==> src/vis_map.svh <==
// Constants for the vectored interrupt source block
`ifndef VIS_MAP_SVH
`define VIS_MAP_SVH

// ----------------------------------------
// Vector table
// ----------------------------------------
`define VIS_RESET_VEC 16'h0000
`define VIS_VEC_BASE 16'h0002
`define VIS_VEC_STEP 16'h0002
`define VIS_NUM_SRC 12

// ----------------------------------------
// Source index, lowest wins
// ----------------------------------------
`define VIS_SRC_BUSRST 0
`define VIS_SRC_T128 1
`define VIS_SRC_T1024 2
`define VIS_SRC_EP 3
`define VIS_SRC_HUB 8
`define VIS_SRC_DAC 9
`define VIS_SRC_GPIO 10
`define VIS_SRC_I2C 11

// ----------------------------------------
// Global enable bit positions
// ----------------------------------------
`define VIS_GIE_BUSRST 0
`define VIS_GIE_T128 1
`define VIS_GIE_T1024 2
`define VIS_GIE_HUB 3
`define VIS_GIE_GPIO 5
`define VIS_GIE_I2C 6

// ----------------------------------------
// Registers cleared on bus reset, one clear line each
// ----------------------------------------
`define VIS_CLR_ADDR_A 8'h10
`define VIS_CLR_ADDR_B 8'h40
`define VIS_CLR_CONN 8'h48
`define VIS_CLR_SPEED 8'h4a
`define VIS_CLR_SUSP 8'h4d
`define VIS_CLR_RESUME 8'h4e
`define VIS_CLR_DATA 8'h50
`define VIS_CLR_FORCE 8'h51
`define VIS_CLR_ALL 8'hff
`define VIS_PSC_BUSRST_BIT 5

// ----------------------------------------
// Timing
// ----------------------------------------
`define VIS_CLK_NS 25
`define VIS_SE0_MIN_NS 12000
`define VIS_SE0_MAX_NS 16000
`define VIS_SE0_CYC ((`VIS_SE0_MIN_NS + `VIS_CLK_NS - 1) / `VIS_CLK_NS)
`define VIS_CALL_CYC 10
`define VIS_JMP_CYC 5

`endif

==> src/vis_pkg.sv <==
// Types for the vectored interrupt source block
package vis_pkg;
  typedef logic [15:0] vis_addr_t;
  typedef logic [11:0] vis_src_t;
  typedef enum logic [1:0] {VIS_BOOT, VIS_IDLE, VIS_CALL} vis_svc_t;
endpackage

==> src/vis_se0_det.sv <==
// Upstream single-ended zero detector for bus reset
`timescale 1ns/10ps
`include "vis_map.svh"
module vis_se0_det #(
  parameter int SE0_CYC = `VIS_SE0_CYC
) (
  // Clock and reset
  input wire logic sys_clk_in,
  input wire logic rst_in,
  // Upstream lines
  input wire logic dp_in,
  input wire logic dm_in,
  // Events
  output logic det_out,
  output logic end_out
);
  logic [1:0] dp_sync_q, dm_sync_q;
  logic [15:0] cnt_q, cnt_d;
  logic seen_q, seen_d;
  logic det_q, det_d, end_q, end_d;
  logic se0;

  // ----------------------------------------
  // Pin synchronisers
  // ----------------------------------------
  always_ff @(posedge sys_clk_in or posedge rst_in)
  begin
    if (rst_in)
    begin
      dp_sync_q <= 2'h0;
      dm_sync_q <= 2'h0;
    end
    else
    begin
      dp_sync_q <= {dp_sync_q[0], dp_in};
      dm_sync_q <= {dm_sync_q[0], dm_in};
    end
  end

  assign se0 = !dp_sync_q[1] && !dm_sync_q[1];

  // ----------------------------------------
  // Persistence timer
  // ----------------------------------------
  always_comb
  begin
    cnt_d = cnt_q;
    seen_d = seen_q;
    det_d = 1'b0;
    end_d = 1'b0;
    if (se0)
    begin
      if (cnt_q == 16'(SE0_CYC - 1))
      begin
        det_d = !seen_q;
        seen_d = 1'b1;
      end
      else
        cnt_d = cnt_q + 16'h1;
    end
    else
    begin
      cnt_d = 16'h0;
      seen_d = 1'b0;
      end_d = seen_q;
    end
  end

  always_ff @(posedge sys_clk_in or posedge rst_in)
  begin
    if (rst_in)
    begin
      cnt_q <= 16'h0;
      seen_q <= 1'b0;
      det_q <= 1'b0;
      end_q <= 1'b0;
    end
    else
    begin
      cnt_q <= cnt_d;
      seen_q <= seen_d;
      det_q <= det_d;
      end_q <= end_d;
    end
  end

  assign det_out = det_q;
  assign end_out = end_q;

  end_after_a: assert property (@(posedge sys_clk_in) disable iff (rst_in) end_out |-> $past(seen_q))
    else $error("bus reset end without detect");
endmodule

==> src/vis_core.sv <==
// Vectored interrupt controller with its source conditioning
`timescale 1ns/10ps
`include "vis_map.svh"
module vis_core #(
  parameter int GPIO_W = 11,
  parameter int SE0_CYC = `VIS_SE0_CYC,
  parameter int CALL_CYC = `VIS_CALL_CYC
) (
  // Clock and reset
  input wire logic sys_clk_in,
  input wire logic rst_in,
  // Enables
  input wire logic [7:0] glb_ie_in,
  input wire logic [4:0] ep_ie_in,
  input wire logic dac_ie_in,
  // Processor core
  input wire logic cpu_boundary_in,
  input wire logic cpu_ei_in,
  input wire logic cpu_di_in,
  output logic gie_out,
  output logic push_out,
  output logic call_busy_out,
  output logic pc_load_out,
  output vis_pkg::vis_addr_t pc_addr_out,
  output vis_pkg::vis_src_t pending_out,
  // Upstream port and bus reset
  input wire logic usb_dp_in,
  input wire logic usb_dm_in,
  input wire logic startup_active_in,
  input wire logic bus_rst_clr_in,
  output logic bus_rst_flag_out,
  output logic [7:0] reg_clr_out,
  output logic startup_abort_out,
  // Timer, endpoint, hub and converter events
  input wire logic tmr_128_in,
  input wire logic tmr_1024_in,
  input wire logic [4:0] ep_host_ack_in,
  input wire logic [4:0] ep_dev_ack_in,
  input wire logic [3:0] hub_conn_chg_in,
  input wire logic [3:0] hub_forced_in,
  input wire logic [3:0] hub_babble_in,
  input wire logic [3:0] hub_resume_in,
  input wire logic [3:0] hub_port_en_in,
  input wire logic dac_evt_in,
  // GPIO
  input wire logic [GPIO_W-1:0] gpio_pin_in,
  input wire logic [GPIO_W-1:0] gpio_pie_in,
  input wire logic [GPIO_W-1:0] gpio_rise_in,
  // I2C engine and control write
  input wire logic i2c_rx_byte_in,
  input wire logic i2c_after_start_in,
  input wire logic i2c_tx_byte_in,
  input wire logic i2c_tx_acked_in,
  input wire logic i2c_stop_in,
  input wire logic i2c_arb_lost_in,
  input wire logic i2c_ack_bit_in,
  input wire logic i2c_ctl_wr_in,
  input wire logic i2c_wr_busy_in,
  input wire logic i2c_wr_msel_in,
  input wire logic i2c_wr_flag_clr_in,
  output logic i2c_busy_out,
  output logic master_select_bit_out,
  output logic arbitration_lost_flag_out,
  output logic i2c_first_byte_out,
  output logic i2c_stop_flag_out,
  output logic i2c_master_ack_out,
  output logic i2c_stop_req_out
);
  import vis_pkg::*;

  localparam int NS = `VIS_NUM_SRC;

  logic se0_det, se0_end;
  logic tmr_128_q, tmr_1024_q;
  logic [GPIO_W-1:0] g_s1_q, g_s2_q, g_act_prev_q, g_act;
  logic g_lock_q, g_lock_d;
  logic [3:0] g_idx_q, g_idx_d;
  logic gpio_evt;
  logic i2c_evt;
  logic brst_q, brst_d;
  logic [7:0] clr_q, clr_d;
  logic abort_q, abort_d;
  logic busy_q, busy_d, msel_q, msel_d, arb_q, arb_d;
  logic first_q, first_d, stopf_q, stopf_d, ackm_q, ackm_d;
  logic await_q, await_d, rxnak_q, rxnak_d, stopreq_q, stopreq_d;
  vis_src_t evt, en, req, pend_q, pend_d, grant;
  vis_svc_t st_q, st_d;
  vis_addr_t pc_q, pc_d;
  logic [3:0] cnt_q, cnt_d;
  logic gie_q, gie_d, push_q, push_d, load_q, load_d;
  logic svc_go;

  // ----------------------------------------
  // Bus reset detection
  // ----------------------------------------
  vis_se0_det #(.SE0_CYC(SE0_CYC)) u_se0 (
    .sys_clk_in(sys_clk_in),
    .rst_in(rst_in),
    .dp_in(usb_dp_in),
    .dm_in(usb_dm_in),
    .det_out(se0_det),
    .end_out(se0_end)
  );

  always_comb
  begin
    brst_d = se0_det || (brst_q && !bus_rst_clr_in);
    clr_d = se0_det ? `VIS_CLR_ALL : 8'h0;
    abort_d = se0_det && startup_active_in;
  end

  always_ff @(posedge sys_clk_in or posedge rst_in)
  begin
    if (rst_in)
    begin
      brst_q <= 1'b0;
      clr_q <= 8'h0;
      abort_q <= 1'b0;
    end
    else
    begin
      brst_q <= brst_d;
      clr_q <= clr_d;
      abort_q <= abort_d;
    end
  end

  // ----------------------------------------
  // GPIO conditioning
  // ----------------------------------------
  always_ff @(posedge sys_clk_in or posedge rst_in)
  begin
    if (rst_in)
    begin
      g_s1_q <= '0;
      g_s2_q <= '0;
      // Starts active so a falling-active pin gives no false edge
      g_act_prev_q <= '1;
      tmr_128_q <= 1'b0;
      tmr_1024_q <= 1'b0;
    end
    else
    begin
      g_s1_q <= gpio_pin_in;
      g_s2_q <= g_s1_q;
      g_act_prev_q <= g_act;
      tmr_128_q <= tmr_128_in;
      tmr_1024_q <= tmr_1024_in;
    end
  end

  // Active level per pin from its port polarity
  assign g_act = ~(g_s2_q ^ gpio_rise_in);

  always_comb
  begin
    g_lock_d = g_lock_q;
    g_idx_d = g_idx_q;
    gpio_evt = 1'b0;
    if (g_lock_q && (!g_act[g_idx_q] || !gpio_pie_in[g_idx_q]))
      g_lock_d = 1'b0;
    if (!g_lock_q)
    begin
      for (int i = GPIO_W - 1; i >= 0; i--)
      begin
        if (gpio_pie_in[i] && g_act[i] && !g_act_prev_q[i])
        begin
          gpio_evt = 1'b1;
          g_lock_d = 1'b1;
          g_idx_d = 4'(i);
        end
      end
    end
  end

  always_ff @(posedge sys_clk_in or posedge rst_in)
  begin
    if (rst_in)
    begin
      g_lock_q <= 1'b0;
      g_idx_q <= 4'h0;
    end
    else
    begin
      g_lock_q <= g_lock_d;
      g_idx_q <= g_idx_d;
    end
  end

  // ----------------------------------------
  // I2C conditions
  // ----------------------------------------
  always_comb
  begin
    busy_d = busy_q;
    msel_d = msel_q;
    stopreq_d = 1'b0;
    first_d = first_q;
    ackm_d = ackm_q;
    rxnak_d = rxnak_q;
    await_d = await_q;
    i2c_evt = 1'b0;
    arb_d = arb_q && !(i2c_ctl_wr_in && i2c_wr_flag_clr_in);
    stopf_d = stopf_q && !(i2c_ctl_wr_in && i2c_wr_flag_clr_in);
    if (i2c_rx_byte_in || i2c_tx_byte_in)
      busy_d = 1'b0;
    if (i2c_rx_byte_in)
    begin
      i2c_evt = 1'b1;
      first_d = i2c_after_start_in;
      rxnak_d = !i2c_ack_bit_in;
    end
    if (i2c_tx_byte_in)
    begin
      i2c_evt = 1'b1;
      ackm_d = i2c_tx_acked_in;
    end
    if (i2c_ctl_wr_in)
    begin
      busy_d = i2c_wr_busy_in || busy_d;
      msel_d = i2c_wr_msel_in;
      stopreq_d = msel_q && !i2c_wr_msel_in;
    end
    if (i2c_arb_lost_in)
    begin
      msel_d = 1'b0;
      arb_d = 1'b1;
      await_d = 1'b1;
    end
    if (i2c_stop_in)
    begin
      if (await_q)
      begin
        i2c_evt = 1'b1;
        await_d = 1'b0;
      end
      else if (!rxnak_q)
      begin
        i2c_evt = 1'b1;
        stopf_d = 1'b1;
      end
      rxnak_d = 1'b0;
    end
  end

  always_ff @(posedge sys_clk_in or posedge rst_in)
  begin
    if (rst_in)
    begin
      busy_q <= 1'b0;
      msel_q <= 1'b0;
      arb_q <= 1'b0;
      first_q <= 1'b0;
      stopf_q <= 1'b0;
      ackm_q <= 1'b0;
      await_q <= 1'b0;
      rxnak_q <= 1'b0;
      stopreq_q <= 1'b0;
    end
    else
    begin
      busy_q <= busy_d;
      msel_q <= msel_d;
      arb_q <= arb_d;
      first_q <= first_d;
      stopf_q <= stopf_d;
      ackm_q <= ackm_d;
      await_q <= await_d;
      rxnak_q <= rxnak_d;
      stopreq_q <= stopreq_d;
    end
  end

  // ----------------------------------------
  // Pending, enable and priority
  // ----------------------------------------
  always_comb
  begin
    evt = '0;
    evt[`VIS_SRC_BUSRST] = se0_end;
    evt[`VIS_SRC_T128] = tmr_128_in && !tmr_128_q;
    evt[`VIS_SRC_T1024] = tmr_1024_in && !tmr_1024_q;
    evt[`VIS_SRC_EP +: 5] = ep_host_ack_in | ep_dev_ack_in;
    // Hub change, gated babble and resume
    evt[`VIS_SRC_HUB] = |((hub_conn_chg_in & ~hub_forced_in) | ((hub_babble_in | hub_resume_in) & hub_port_en_in));
    evt[`VIS_SRC_DAC] = dac_evt_in;
    evt[`VIS_SRC_GPIO] = gpio_evt;
    evt[`VIS_SRC_I2C] = i2c_evt;
    en = '0;
    en[`VIS_SRC_BUSRST] = glb_ie_in[`VIS_GIE_BUSRST];
    en[`VIS_SRC_T128] = glb_ie_in[`VIS_GIE_T128];
    en[`VIS_SRC_T1024] = glb_ie_in[`VIS_GIE_T1024];
    en[`VIS_SRC_EP +: 5] = ep_ie_in;
    en[`VIS_SRC_HUB] = glb_ie_in[`VIS_GIE_HUB];
    en[`VIS_SRC_DAC] = dac_ie_in;
    en[`VIS_SRC_GPIO] = glb_ie_in[`VIS_GIE_GPIO];
    en[`VIS_SRC_I2C] = glb_ie_in[`VIS_GIE_I2C];
    req = pend_q & en;
    grant = req & (~req + 12'h1);
  end

  assign svc_go = (st_q == VIS_IDLE) && cpu_boundary_in && gie_q && (|req);

  // ----------------------------------------
  // Service sequencer
  // ----------------------------------------
  always_comb
  begin
    st_d = st_q;
    pc_d = pc_q;
    cnt_d = cnt_q;
    push_d = 1'b0;
    load_d = 1'b0;
    gie_d = gie_q;
    if (cpu_ei_in)
      gie_d = 1'b1;
    if (cpu_di_in)
      gie_d = 1'b0;
    // Latch until serviced, new event wins
    pend_d = (pend_q & ~(svc_go ? grant : 12'h0)) | evt;
    case (st_q)
      VIS_BOOT:
      begin
        pc_d = `VIS_RESET_VEC;
        load_d = 1'b1;
        st_d = VIS_IDLE;
      end
      VIS_IDLE:
      begin
        if (svc_go)
        begin
          gie_d = 1'b0;
          push_d = 1'b1;
          pc_d = `VIS_VEC_BASE;
          for (int i = 0; i < NS; i++)
          begin
            if (grant[i])
              pc_d = 16'(`VIS_VEC_BASE + i * `VIS_VEC_STEP);
          end
          cnt_d = 4'(CALL_CYC - 1);
          st_d = VIS_CALL;
        end
      end
      VIS_CALL:
      begin
        if (cnt_q == 4'h0)
        begin
          load_d = 1'b1;
          st_d = VIS_IDLE;
        end
        else
          cnt_d = cnt_q - 4'h1;
      end
      default:
        st_d = VIS_IDLE;
    endcase
  end

  always_ff @(posedge sys_clk_in or posedge rst_in)
  begin
    if (rst_in)
    begin
      st_q <= VIS_BOOT;
      pc_q <= 16'h0;
      cnt_q <= 4'h0;
      gie_q <= 1'b0;
      push_q <= 1'b0;
      load_q <= 1'b0;
      pend_q <= '0;
    end
    else
    begin
      st_q <= st_d;
      pc_q <= pc_d;
      cnt_q <= cnt_d;
      gie_q <= gie_d;
      push_q <= push_d;
      load_q <= load_d;
      pend_q <= pend_d;
    end
  end

  // ----------------------------------------
  // Outputs
  // ----------------------------------------
  assign gie_out = gie_q;
  assign push_out = push_q;
  assign call_busy_out = (st_q == VIS_CALL);
  assign pc_load_out = load_q;
  assign pc_addr_out = pc_q;
  assign pending_out = pend_q;
  assign bus_rst_flag_out = brst_q;
  assign reg_clr_out = clr_q;
  assign startup_abort_out = abort_q;
  assign i2c_busy_out = busy_q;
  assign master_select_bit_out = msel_q;
  assign arbitration_lost_flag_out = arb_q;
  assign i2c_first_byte_out = first_q;
  assign i2c_stop_flag_out = stopf_q;
  assign i2c_master_ack_out = ackm_q;
  assign i2c_stop_req_out = stopreq_q;

  // ----------------------------------------
  // Checks
  // ----------------------------------------
  prio_top_a: assert property (@(posedge sys_clk_in) disable iff (rst_in)
    svc_go && req[0] |=> pc_addr_out == 16'h0002) else $error("bus reset not preferred");
  gpio_slot_a: assert property (@(posedge sys_clk_in) disable iff (rst_in)
    svc_go && grant[10] |=> pc_addr_out == 16'h0016) else $error("gpio vector wrong");
  boot_fetch_a: assert property (@(posedge sys_clk_in) disable iff (rst_in)
    st_q == VIS_BOOT |=> pc_load_out && pc_addr_out == 16'h0000) else $error("reset fetch wrong");
  call_len_a: assert property (@(posedge sys_clk_in) disable iff (rst_in)
    svc_go |-> ##11 pc_load_out) else $error("call length wrong");
  svc_gie_a: assert property (@(posedge sys_clk_in) disable iff (rst_in)
    svc_go && !cpu_ei_in |=> !gie_out && push_out) else $error("service did not disable");
  rst_clear_a: assert property (@(posedge sys_clk_in) disable iff (rst_in)
    se0_det |=> reg_clr_out == 8'hff && bus_rst_flag_out) else $error("bus reset clear missing");
  arb_lost_a: assert property (@(posedge sys_clk_in) disable iff (rst_in)
    i2c_arb_lost_in |=> !master_select_bit_out && arbitration_lost_flag_out) else $error("arb loss wrong");
  busy_clr_a: assert property (@(posedge sys_clk_in) disable iff (rst_in)
    i2c_rx_byte_in && !i2c_ctl_wr_in |=> !i2c_busy_out) else $error("busy not cleared");
  gpio_hold_a: assert property (@(posedge sys_clk_in) disable iff (rst_in)
    g_lock_q && g_act[g_idx_q] && gpio_pie_in[g_idx_q] |-> !gpio_evt) else $error("gpio lock missing");
endmodule

==> config.mk <==
export PLATFORM = sky130hd
export DESIGN_NAME = vis_core
export DESIGN_NICKNAME = d
export VERILOG_FILES = /design/src/vis_pkg.sv /design/src/vis_se0_det.sv /design/src/vis_core.sv
export VERILOG_INCLUDE_DIRS = /design/src
export SDC_FILE = /design/constraint.sdc
export NUM_CORES = 1
export LEC_CHECK = 0
export BUFFER_PORTS_ARGS = -buffer_cell sky130_fd_sc_hd__buf_2
export CAP_MARGIN = 25
export CORE_MARGIN = 3
export CORE_UTILIZATION = 52
export CTS_BUF_LIST = sky130_fd_sc_hd__clkbuf_2
export CTS_CLUSTER_SIZE = 24
export DETAILED_ROUTE_END_ITERATION = 7
export PLACE_DENSITY = 0.79
export SETUP_SLACK_MARGIN = 0.4
export SLEW_MARGIN = 20
export SYNTH_ARGS = -nofsm -noshare
export SYNTH_HDL_FRONTEND = slang
export SYNTH_HIERARCHICAL = 1
export SYNTH_SLANG_ARGS = --single-unit
export TNS_END_PERCENT = 20
==> constraint.sdc <==
create_clock -name sys_clk_in -period 3.2 [get_ports sys_clk_in]
set_input_delay 0.64 -clock sys_clk_in [delete_from_list [all_inputs] [get_ports sys_clk_in]]
set_output_delay 0.64 -clock sys_clk_in [all_outputs]
set_load 0.05 [all_outputs]
=== Word level (Yosys, flattened, before mapping) ===
Cells that the tools add are included.

* Register bits after elaboration: 119
* Bits in latches: 0
* Bits in writable memories: 0
* ROM bits: 0
* Input bits: 100
* Word-level logic and storage cells: 228
* Memories: 0

* Add/subtract/negate cells: 3
* $mul: 0
* Divide/modulo/power cells: 0
* Order comparisons: 1
* Equality and inequality tests: 8
* Shifts and indexed selects: 0
* Muxes and demuxes: 95
* Bitwise logic cells: 15
* Reductions and logical operators: 74

{| class="wikitable"
|+ Operators by type and width
! cell !! count
|-
| $mux 16 || 13
|-
| $mux 1 || 58
|-
| $mux 4 || 13
|-
| $and 12x12->12 || 3
|-
| $logic_and 1x1->1 || 35
|-
| $pmux 16 s2 || 1
|-
| $not 12->12 || 2
|-
| $logic_not 1->1 || 22
|-
| $add 16x1->16 const B || 1
|-
| $eq 16x9->1 const B || 1
|-
| $add 12x1->12 const B || 1
|-
| $mux 12 || 1
|-
| $or 12x12->12 || 1
|-
| $reduce_or 12->1 || 1
|-
| $not 11->11 || 1
|-
| $reduce_bool 11->1 || 1
|-
| $xor 11x11->11 || 1
|-
| $and 4x4->4 || 2
|-
| $bmux 1 s4 || 2
|-
| $mux 8 || 1
|-
| $ne 2x2->1 const B || 4
|-
| $or 4x4->4 || 2
|-
| $pmux 4 s2 || 1
|-
| $reduce_bool 2->1 || 4
|-
| other kinds (18) || 24
|}

=== Longest topological paths before layout ===
Gate-level depths: netlist (run 1).

* Word-level depth: 20
* Depth in mapped cells: 7
* Mapped depth without buffers: 7

=== By module ===
Netlist (run 1), hierarchy kept.

{| class="wikitable"
|+ Modules (own cells, without submodules)
! module !! times used !! cells an instance !! area each (µm²)
|-
| vis_core || 1 || 308 || 3398.3
|-
| vis_se0_det || 1 || 95 || 1036.0
|}

=== Worst setup path after synthesis (run 1) ===
OpenSTA, ideal clock, no wires.

* Path type: register -> register
* From: register pend_q[2], in the netlist pending_out[2]
* To: register, netlist name cnt_q[0]
* Setup time: 127 ps
* Arrival time: 2078 ps
* Path slack: 995 ps
* Stages on the path, launching flop included: 8
* Path through: dfrtp_1 a222oi_1 nand4_2 o21ai_4 inv_2 buf_4 nor3_1 a21oi_1

{| class="wikitable"
|+ RTL lines
! what !! RTL line !! text
|-
| from (decl) || vis_core.sv:86 || <nowiki>vis_src_t evt, en, req, pend_q, pend_d, grant;</nowiki>
|-
| from (signal assigned) || vis_core.sv:379 || <nowiki>pend_q <= pend_d;</nowiki>
|}

=== Worst setup path in the final report (run 1) ===
* From: register pend_q[4], in the netlist pending_out[4]
* To: register pend_q[6], in the netlist pending_out[6]

* Word-level cells in the longest chain between the ends: 8
* Elaborated cells between the ends (all ways): 10
* Classes of those cells: add/sub: 1; mux: 1; bitwise: 6; reduce/logical: 2

{| class="wikitable"
|+ Ends and longest elaborated chain
! what !! RTL line !! text
|-
| $and 12x12->12 (*) || vis_core.sv:298 || <nowiki>req = pend_q & en;</nowiki>
|-
| $not 12->12 || vis_core.sv:299 || <nowiki>grant = req & (~req + 12'h1);</nowiki>
|-
| $add 12x1->12 || vis_core.sv:299 ||
|-
| $and 12x12->12 || vis_core.sv:299 ||
|-
| $mux 12 (*) || vis_core.sv:320 || <nowiki>pend_d = (pend_q & ~(svc_go ? grant : 12'h0)) | evt;</nowiki>
|-
| $not 12->12 (*) || vis_core.sv:320 ||
|-
| $and 12x12->12 (*) || vis_core.sv:320 ||
|-
| $or 12x12->12 (*) || vis_core.sv:320 ||
|-
| named net pend_d[6] || vis_core.sv:86 ||
|}

The timed path passes the listed nets; every way through them passes the cells marked *.
A chain may end at the register's enable or synchronous reset.

==> results of run 1 <==
-- critical path, delay by kind of cell, from the launching register on --
kind / cells / cell delay (ps)
AOI/OAI and AO/OA: 3 / 1100
and+or+nand+nor: 2 / 570
DFF: 1 / 480
buffers and inverters: 1 / 160
-- worst paths after layout --
check                               start         endpoint  slack [ps]  cells after the start
min                                rst_in      pc_load_out         170                      2
min in group sys_clk_in    gpio_pin_in[0]        g_s1_q[0]         170                      1
min reg2reg                     g_s1_q[1]        g_s2_q[1]         360                      0
max                        pending_out[4]   pending_out[6]         800                      6
max in group asynchronous          rst_in  g_act_prev_q[8]        2220                      3
max reg2reg                pending_out[4]   pending_out[6]         800                      6
-- state kept, by name, indices dropped and copies added (netlist names), 2 cells and up --
| signal | count |
|---|---|
| g_idx_q | 4 |
| cnt_q | 4 |
| g_s2_q | 11 |
| g_s1_q | 11 |
| pending_out | 12 |
| u_se0/dp_sync_q | 2 |
| g_act_prev_q | 11 |
| u_se0/dm_sync_q | 2 |
| st_q | 2 |
| pc_addr_out | 4 |
| u_se0/cnt_q | 16 |
-- logic make-up (layout without fill, tap and decap cells) --
group,Yosys count,in the layout
xor+xnor,21,21
simple gates,134,134
other cells,1,12
flops,100,100
fa+ha+maj,2,2
compound gates,84,84
buf+inv,52,181
mux,9,9
-- cells in the mapped netlist (4+ instances only) --
cell | n | area [sq um]
buf_4 | 20 | 150
nor2b_1 | 5 | 31.3
a31oi_1 | 4 | 25.0
nand2b_1 | 5 | 31.3
nand3_1 | 17 | 85.1
nand2_1 | 31 | 116
a22oi_1 | 6 | 45.0
nand4_1 | 7 | 43.8
a211oi_1 | 4 | 30.0
o2bb2ai_1 | 4 | 35.0
o21ai_0 | 19 | 95.1
xor2_1 | 14 | 123
nor3_1 | 7 | 35.0
nor2_1 | 28 | 105
and4_1 | 4 | 35.0
a21o_1 | 4 | 30.0
o22ai_1 | 4 | 25.0
and2_1 | 5 | 31.3
inv_2 | 4 | 15.0
xnor2_1 | 7 | 61.3
a21oi_1 | 11 | 55.1
dfstp_2 | 11 | 289
inv_1 | 24 | 90.1
mux2i_1 | 4 | 40.0
dfrtp_1 | 89 | 2230
-- routing by layer --
| metal | wire, um | part of all wire, % | track usage (%) |
|---|---|---|---|
| met1 | 4050 | 42 | 26.4 |
| met2 | 4900 | 51 | 33.0 |
| met3 | 546 | 5.6 | 4.71 |
| met4 | 174 | 1.8 | 8.09 |
| met5 | 0 | 0 | 0 |
-- layout make-up --
cell class	instances	area, sq um
Fill cell	708	3030
Sequential cell	100	2520
Multi-Input combinational cell	262	1680
Timing Repair Buffer	137	693
Tap cell	105	131
Inverter	28	106
Clock buffer	13	65.1
Clock inverter	3	38.8
-- through the flow --
stage	power [W]	worst slack [ps]
2_1_floorplan	0.00184	612
5_1_grt	0.00270	611
3_3_place_gp	0.00198	592
6_report	0.00256	800
4_1_cts	0.00259	806
3_5_place_dp	0.00200	530
-- power by group through the flow --
stage                     Combinational, W  Sequential, W  Clock, W
after floorplan                   0.000297        0.00154         0
after global placement            0.000510        0.00147         0
after detailed placement          0.000526        0.00148         0
after CTS                         0.000528        0.00146  0.000605
after global routing              0.000574        0.00147  0.000657
final                             0.000524        0.00145  0.000582
-- cells in the final DEF, fill, tap and decap left out, types with 11 or more instances in the layout --
master	instances
a21oi_1	11
buf_2	134
clkbuf_2	13
conb_1	12
dfrtp_1	89
dfstp_2	11
inv_1	23
nand2_1	31
nand3_1	17
nor2_1	28
o21ai_0	19
xor2_1	14
==> impl_metrics.toml, run 1 <==
[cts]
cts-resized-gates = 0
clock_sinks = 100
cts_tree = "built"
cts-root-buf = "clkbuf_2"
cts_setup_buffers = 0
postCtsHoldBufs = 0
cts_buffers = 9
htreeDepth = 3
clkLatencyLatePin_ps = 550
clk_pin_slew_ps = 260
ctsLongestPathBuffers = 2

[synth]
ys_async_sr_fraction_pct = 100
synth_fa_ha_area_share_pct = 0.564
synth-simple-area-share_pct = 16.5
synth.area.mux_share_pct = 2.43
yosysSeqAreaShare_pct = 56.7
synth_top_family_by_area = "simple AND/OR/NAND/NOR gates"
synth_seq_cells = 100
synth-xor-area-share_pct = 4.15
synth_flop_cell = "dfrtp_1"
synthCells = 403
synth_compound_area_share_pct = 13.3
yosysWarnings = 6
syn-cell-area_sq_um = 4430
synth_edf_count = 0
avgSynthCellArea_sq_um = 11.0
synth_cell_types = 69

[final_layout]
area_growth_pct = 18.0
final_util_pct = 63.3
fin_cells = 648
antenna_cells = 0
layout.nets = 640
drive_above_1_share_pct = 34.1
design_area_sq_um = 5230

[power_and_ir_drop]
intPower_w = 0.00176
p_sw_share_pct = 31.4
pwr-share-seq_pct = 56.8
power_frac_comb_pct = 20.5
peakVddDrop_mv = 0.225
power.share.clock_pct = 22.7
power.density_nw_per_um2 = 489
p_leak_nw = 2.52
switching_power_w = 0.000803

[routing]
ant_nets = 0
wl_per_cell_um = 14.9
dr.first_iter.drc_count = 163
drt_pass1_iterations = 5
drc = 0
via_per_inst = 5.27
wl_um = 9670
vias = 3413

[placement]
gp_congestion = 0.864
dp_hpwl_um = 7410
io_buffer_count = 134
dp.cells = 632
place_area_sq_um = 5130

[grt]
grt_pass1_wl_um = 15800
grt_start_max_net_pins = 47
gr-total-overflow = 0
grt_antenna_before_repair = 0
track_usage_pct = 20.3
grt_pass1_vias = 3370

[critical_path]
critPathKind = "reg2reg"
crit_required_ps = 3670
path_cells = "a222oi_1 -> nand4_2 -> o21ai_4 -> inv_2 -> and3_1 -> a41oi_1"
cp-end-kind = "flop"
cp_max_fo = 11
timing.critical_path.from_type = "flop"
critPathMaxStageDelay_ps = 590
cp.arrival_ps = 2870
cp_slowest_cell = "a222oi_1"

[sta]
fin_worst_skew_ps = 27.6
rsz0062_at_grt = "no"
setup_tns_ps = 0
final_max_slew_viol_count = 0
fmax_ghz = 0.417
hold_ws_ps = 168
hold_viol_final = 0
setup_viol = 0
period_share_pct = 75.0
slew_headroom_pct = 42.6
min_period_ps = 2400
tightest_slew_ps = 860

[min_path]
hold_path.class = "in2async"

[die]
fp.dieArea_sq_um = 9670
die_w_um = 98.3
coreArea_sq_um = 8260
dieHeight_um = 98.3
rows = 33
ios = 149
floorplan.initialDensity_pct = 53.7

[status]
status = "finished clean"

[job]
cap_viol_max_count = 0
Power figures use the tool's default switching activity.
==> run 2, diff against run 1 <==
Settings changed: ABC_AREA set to 1, CORE_UTILIZATION 52 to 48, PLACE_DENSITY 0.79 to 0.76.
Clock period 3.2 ns to 2.2 ns, I/O delays scaled along.
==> run 2 against run 1 <==
Sequential power grew 46%. Clock power increased by 65%. Largest cell class unchanged. Worst setup slack got worse by 370 ps. Hold slack got worse by 120 ps. First-iteration DRC count is 7.4% higher. Final area is 12% higher. Combinational power increased by 95%. Highest routed layer unchanged. Die area increased by 12%. Sequential share of layout area decreased by 5.2 points. Final cell count up 28%.
==> impl_metrics.toml, run 2 <==
[final_layout]
largest_reg_flops = 16
area_growth_pct = 26.7
largest_register = "u_se0/cnt_q"
drive_above_1_share_pct = 28.8
layout.nets = 796
final_common_cell = "buf_2"
antenna_cells = 0
mostFrequentLayoutCells = "buf_2 (131), nand2_1 (128), dfrtp_1 (87)"

[critical_path]
critPathMaxStageDelay_ps = 470
cp.arrival_ps = 1330
timing.rr.start = "pending_out[0]"
crit_required_ps = 1760
critPathKind = "reg2out"
r2r_slack_ps = 510
crit_buf_inv = 1
path_cells = "nor2_4 -> buf_8"
cp_slowest_cell = "dfrtp_1"
reg2reg_depth = 12
cp_max_fo = 3
worst_r2r_endpoint = "cnt_q[0]"
timing.critical_path.from_type = "flop"
cp-end-kind = "output pin"
cp_top_family = "flip-flops"

[placement]
gp_congestion = 0.907
dp_hpwl_um = 8310
io_buffer_count = 134

[min_path]
worstHoldPathCells = 3
min_from = "dac_evt_in"
hold_path.class = "in2reg"
hold_end = "pending_out[9]"

[sta]
rsz0062_at_grt = "yes"
setup_tns_ps = 0
fin_worst_skew_ps = 23.3
hold_viol_final = 0
tightest_slew_ps = 607
fmax_ghz = 0.564
setup_viol = 0
hold_ws_ps = 47.7
period_share_pct = 80.6
min_period_ps = 1770
slew_headroom_pct = 59.5
final_max_slew_viol_count = 0

[grt]
gr-total-overflow = 0
grt_pass1_vias = 4003
grt_start_max_net_pins = 30
grt_antenna_before_repair = 0
grt_pass1_wl_um = 18300
track_usage_pct = 20.5

[routing]
drc = 0
dr.first_iter.drc_count = 175
drt_pass1_iterations = 4
wl_per_cell_um = 13.1
via_per_inst = 4.84
wl_um = 10800
vias = 4004
ant_nets = 0

[synth]
synth_seq_cells = 100
synthCells = 526
synth_flop_cell = "dfrtp_1"
synthTopCellsByCount = "nand2_1 (128), dfrtp_1 (89), nor2_1 (60), inv_1 (51), nand3_1 (39)"
yosysSeqAreaShare_pct = 54.3
avgSynthCellArea_sq_um = 8.81
yosysTopAreaCell = "dfrtp_1"
syn-cell-area_sq_um = 4640
yosysWarnings = 6
synthTopCellsByArea = "dfrtp_1 (48%), nand2_1 (10%), dfstp_2 (6.2%), nor2_1 (4.9%), nand3_1 (4.2%)"
ys_async_sr_fraction_pct = 100
yosysMostFrequentCell = "nand2_1"
synth_cell_types = 39
synth_edf_count = 0
netlist.area_leader.share_pct = 48.0

[die]
ios = 149
die_w_um = 104
dieHeight_um = 104
floorplan.initialDensity_pct = 49.7
fp.dieArea_sq_um = 10900
coreArea_sq_um = 9330
rows = 35

[cts]
cts_tree = "built"
clkLatencyLatePin_ps = 550
htreeDepth = 3
clk_pin_slew_ps = 250
ctsLongestPathBuffers = 2
cts-root-buf = "clkbuf_2"
cts_buffers = 9
clock_sinks = 100

[status]
status = "finished clean"

[power_and_ir_drop]
p_leak_nw = 2.95
power.density_nw_per_um2 = 697
peakVddDrop_mv = 0.317

[job]
cap_viol_max_count = 0
-- run 2: cell types whose count changed after synthesis, moves of 6 or more --
cell      before  now
a22oi_1        6    0
inv_1         24   51
nand2_1       31  128
nand2_2        0    6
nand3_1       17   39
nand3b_1       2   11
nand4_1        7   13
nor2_1        28   60
o21ai_0       19   26
xor2_1        14    4
-- run 2: logic make-up after synthesis --
family / count (synthesis) / share of synthesized area, %
adders and majority gates: 2 / 0.540
buffers and inverters: 77 / 8.15
xor gates and xnor gates: 13 / 2.62
AOI/OAI and AO/OA: 48 / 5.64
muxes: 2 / 0.486
other: 1 / 0.0809
DFF: 100 / 54.3
and+or+nand+nor: 283 / 28.2
-- run 2: worst max-delay path by stage --
| stage | endpoint | startpoint | slack, ps | cells past startpoint |
|---|---|---|---|---|
| floorplan | cnt_q[3] | st_q[0] | 360 | 6 |
| global placement | pc_addr_out[4] | glb_ie_in[0] | 420 | 13 |
| detailed placement | cnt_q[0] | glb_ie_in[0] | 370 | 13 |
| CTS | reg_clr_out[7] | reg_clr_out[6] | 360 | 1 |
| global route | call_busy_out | st_q[0] | 340 | 2 |
| finish | call_busy_out | st_q[0] | 430 | 2 |
-- run 2: stage by stage --
| stage | worst slack (ps) | cell area [sq um] | total power (W) | util, % | instances |
|---|---|---|---|---|---|
| 3_5_place_dp | 369 | 5400 | 0.00308 | 57.8 | 781 |
| 5_1_grt | 338 | 5880 | 0.00435 | 63.0 | 828 |
| 3_3_place_gp | 418 | 5400 | 0.00305 | 57.8 | 781 |
| 4_1_cts | 365 | 5820 | 0.00410 | 62.4 | 825 |
| 6_report | 427 | 5880 | 0.00410 | 63.0 | 828 |
| 2_1_floorplan | 362 | 4680 | 0.00281 | - | 537 |
-- run 2: worst register-to-register path: stages (launching register included) --
cell	delay [ps]
dfrtp_1	460
nand2_2	110
nand2_2	80
nor2_4	100
nand2_2	80
inv_4	80
nand2_4	60
nor2_4	90
nand3_2	130
nand2_8	170
nand2_4	90
o21ai_0	80
o21ai_1	90
-- run 2: where the power goes --
| group | leakage (nW) | total, W | internal [W] | switching (W) |
|---|---|---|---|---|
| Combinational | 1.68 | 0.00102 | 0.000365 | 0.000659 |
| Clock | 0.0813 | 0.000958 | 0.000374 | 0.000584 |
| Sequential | 1.19 | 0.00211 | 0.00200 | 0.000111 |
-- run 2: what timing repair did --
| item | 4_1_cts | 5_1_grt |
|---|---|---|
| setup buffers | 0 | 3 |
| hold endpoints to repair | 65 | 0 |
| hold buffers | 28 | 0 |
| pin swaps | 1 | 1 |
| gates resized for setup | 4 | 8 |
| endpoints found under the setup margin | 11 | 23 |
-- run 2: routing by layer --
layer	vias to the layer above	share of wire, %	global-route usage, %
met4	0	2.5	7.98
met3	25	4.7	4.35
met2	107	52	35.3
li1	1988	-	-
met1	1884	41	25.2
met5	-	0	0
-- run 2: area by class of cell --
cell class	count	area, sq um
Timing Repair Buffer	169	1040
Clock inverter	7	90.1
Clock buffer	9	45.0
Fill cell	809	3450
Multi-Input combinational cell	360	1800
Sequential cell	100	2520
Inverter	54	213
Tap cell	129	161
==> run 3, diff against run 2 <==
Settings changed: ABC_AREA 1 to 0, CORE_UTILIZATION 48 to 47, PLACE_DENSITY 0.76 to 0.75.
Clock period 2.2 ns to 1.6 ns, I/O delays scaled along.
==> run 3 against run 2 <==
The flow now finishes with violations (hold timing, setup timing). Die area decreased by 2.2%. Register-to-register slack got worse by 810 ps. Final area is 19% higher. Non-clock buffer count grew 98. Critical path depth rose by 6. Wire length is 38% higher. Worst setup slack worse by 730 ps. Total power is 45% higher. Final cell count decreased by 5.7%.
==> impl_metrics.toml, run 3 (same netlist as run 1, synthesis figures left out) <==
[status]
status = "finished with violations"
failed_checks = "hold timing, setup timing"

[routing]
drc = 0
vias = 4327
wl_per_cell_um = 19.1
dr.first_iter.drc_count = 199
wl_um = 14900
via_per_inst = 5.54
drt_pass1_iterations = 5
ant_nets = 0

[sta]
final_max_slew_viol_count = 0
fmax_ghz = 0.526
hold_ws_ps = -23.7
setup_tns_ps = -6950
hold_viol_final = 1
rsz0062_at_grt = "yes"
period_share_pct = 119
setup_ws_ps = -301
min_period_ps = 1900
setup_viol = 55
fin_worst_skew_ps = 29.4

[cts]
clock_sinks = 100
cts_buffers = 9
htreeDepth = 3
clk_pin_slew_ps = 270
cts_tree = "built"
ctsLongestPathBuffers = 2
clkLatencyLatePin_ps = 560
cts-root-buf = "clkbuf_2"

[grt]
grt_pass1_vias = 4180
track_usage_pct = 24.1
grt_start_max_net_pins = 32
grt_antenna_before_repair = 0
gr-total-overflow = 0
grt_pass1_wl_um = 19600

[die]
rows = 34
dieHeight_um = 103
die_w_um = 103
fp.dieArea_sq_um = 10600
ios = 149
coreArea_sq_um = 8930
floorplan.initialDensity_pct = 49.6

[final_layout]
largest_reg_flops = 16
final_common_cell = "buf_2"
mostFrequentLayoutCells = "buf_2 (97), dfrtp_1 (87), buf_4 (82)"
design_area_sq_um = 7020
final_util_pct = 78.6
largest_register = "u_se0/cnt_q"
area_growth_pct = 58.3
antenna_cells = 0
fillers = 500
drive_above_1_share_pct = 49.0
layout.nets = 770

[power_and_ir_drop]
power.density_nw_per_um2 = 846
p_leak_nw = 3.30
peakVddDrop_mv = 0.474

[critical_path]
crit_required_ps = 2100
timing.critical_path.from_type = "flop"
cp.arrival_ps = 2400
critPathKind = "reg2reg"
cp_max_fo = 8
cp-end-kind = "flop"

[placement]
io_buffer_count = 134
place_area_sq_um = 5710
gp_congestion = 0.913
dp_hpwl_um = 8690

[min_path]
hold_path.class = "in2reg"

[job]
cap_viol_max_count = 0
==> run 3: what timing repair did <==
item,in CTS,in global routing
pin swaps,40,20
resized for setup,127,42
hold buffers,36,3
buffers inserted,16,3
gates cloned,0,0
setup endpoints to repair,85,86
endpoints found under the hold margin,69,5
==> run 3: per-stage QoR <==
stage | instances | setup WS (ps) | total power, W
after global placement | 707 | -332 | 0.00414
after detailed placement | 707 | -458 | 0.00419
final | 781 | -301 | 0.00594
after CTS | 775 | -200 | 0.00577
after floorplan | 414 | -605 | 0.00368
after global routing | 781 | -391 | 0.00619
==> run 3: final timing paths <==
| kind | slack, ps | startpoint | to | depth (start not counted) |
|---|---|---|---|---|
| min in group asynchronous | 300 | rst_in | g_idx_q[2] | 3 |
| max in group asynchronous | 760 | rst_in | g_act_prev_q[0] | 4 |
| max | -300 | pending_out[4] | pc_addr_out[2] | 8 |
| min | -20 | gpio_rise_in[10] | g_act_prev_q[10] | 2 |
| max reg2reg | -300 | pending_out[4] | pc_addr_out[2] | 8 |
| min reg2reg | 370 | g_s1_q[0] | g_s2_q[0] | 0 |
==> run 3: report_power, final <==
group | internal (W) | switching (W) | total (W)
Clock | 0.000374 | 0.000870 | 0.00124
Sequential | 0.00275 | 0.000205 | 0.00295
Combinational | 0.000831 | 0.000907 | 0.00174
Total | 0.00395 | 0.00198 | 0.00594
==> run 3: cell type report <==
type	instances	area, sq um	area share, %
sequential	100	2520	35.9
clock buffer	9	45.0	0.642
multi-input combinational	262	2040	29.1
clock inverter	7	73.8	1.05
inverter	28	109	1.55
timing repair buffer	267	2090	29.8
tap	108	135	1.93
==> run 3: routing by layer <==
layer  GRT usage, %  part of all wire [%]
met1           27.6                    35
met2           43.8                    54
met3           5.21                   6.5
met4           9.36                   4.9
met5              0                     0
==> run 3: critical path, stage by stage, from the launching register on <==
cell and delay (ps):
dfrtp_1 460, a222oi_1 350, buf_4 200, nand4_4 130, o21ai_4 220, inv_2 90, buf_12 160, nor2_4 110
o2bb2ai_2 120
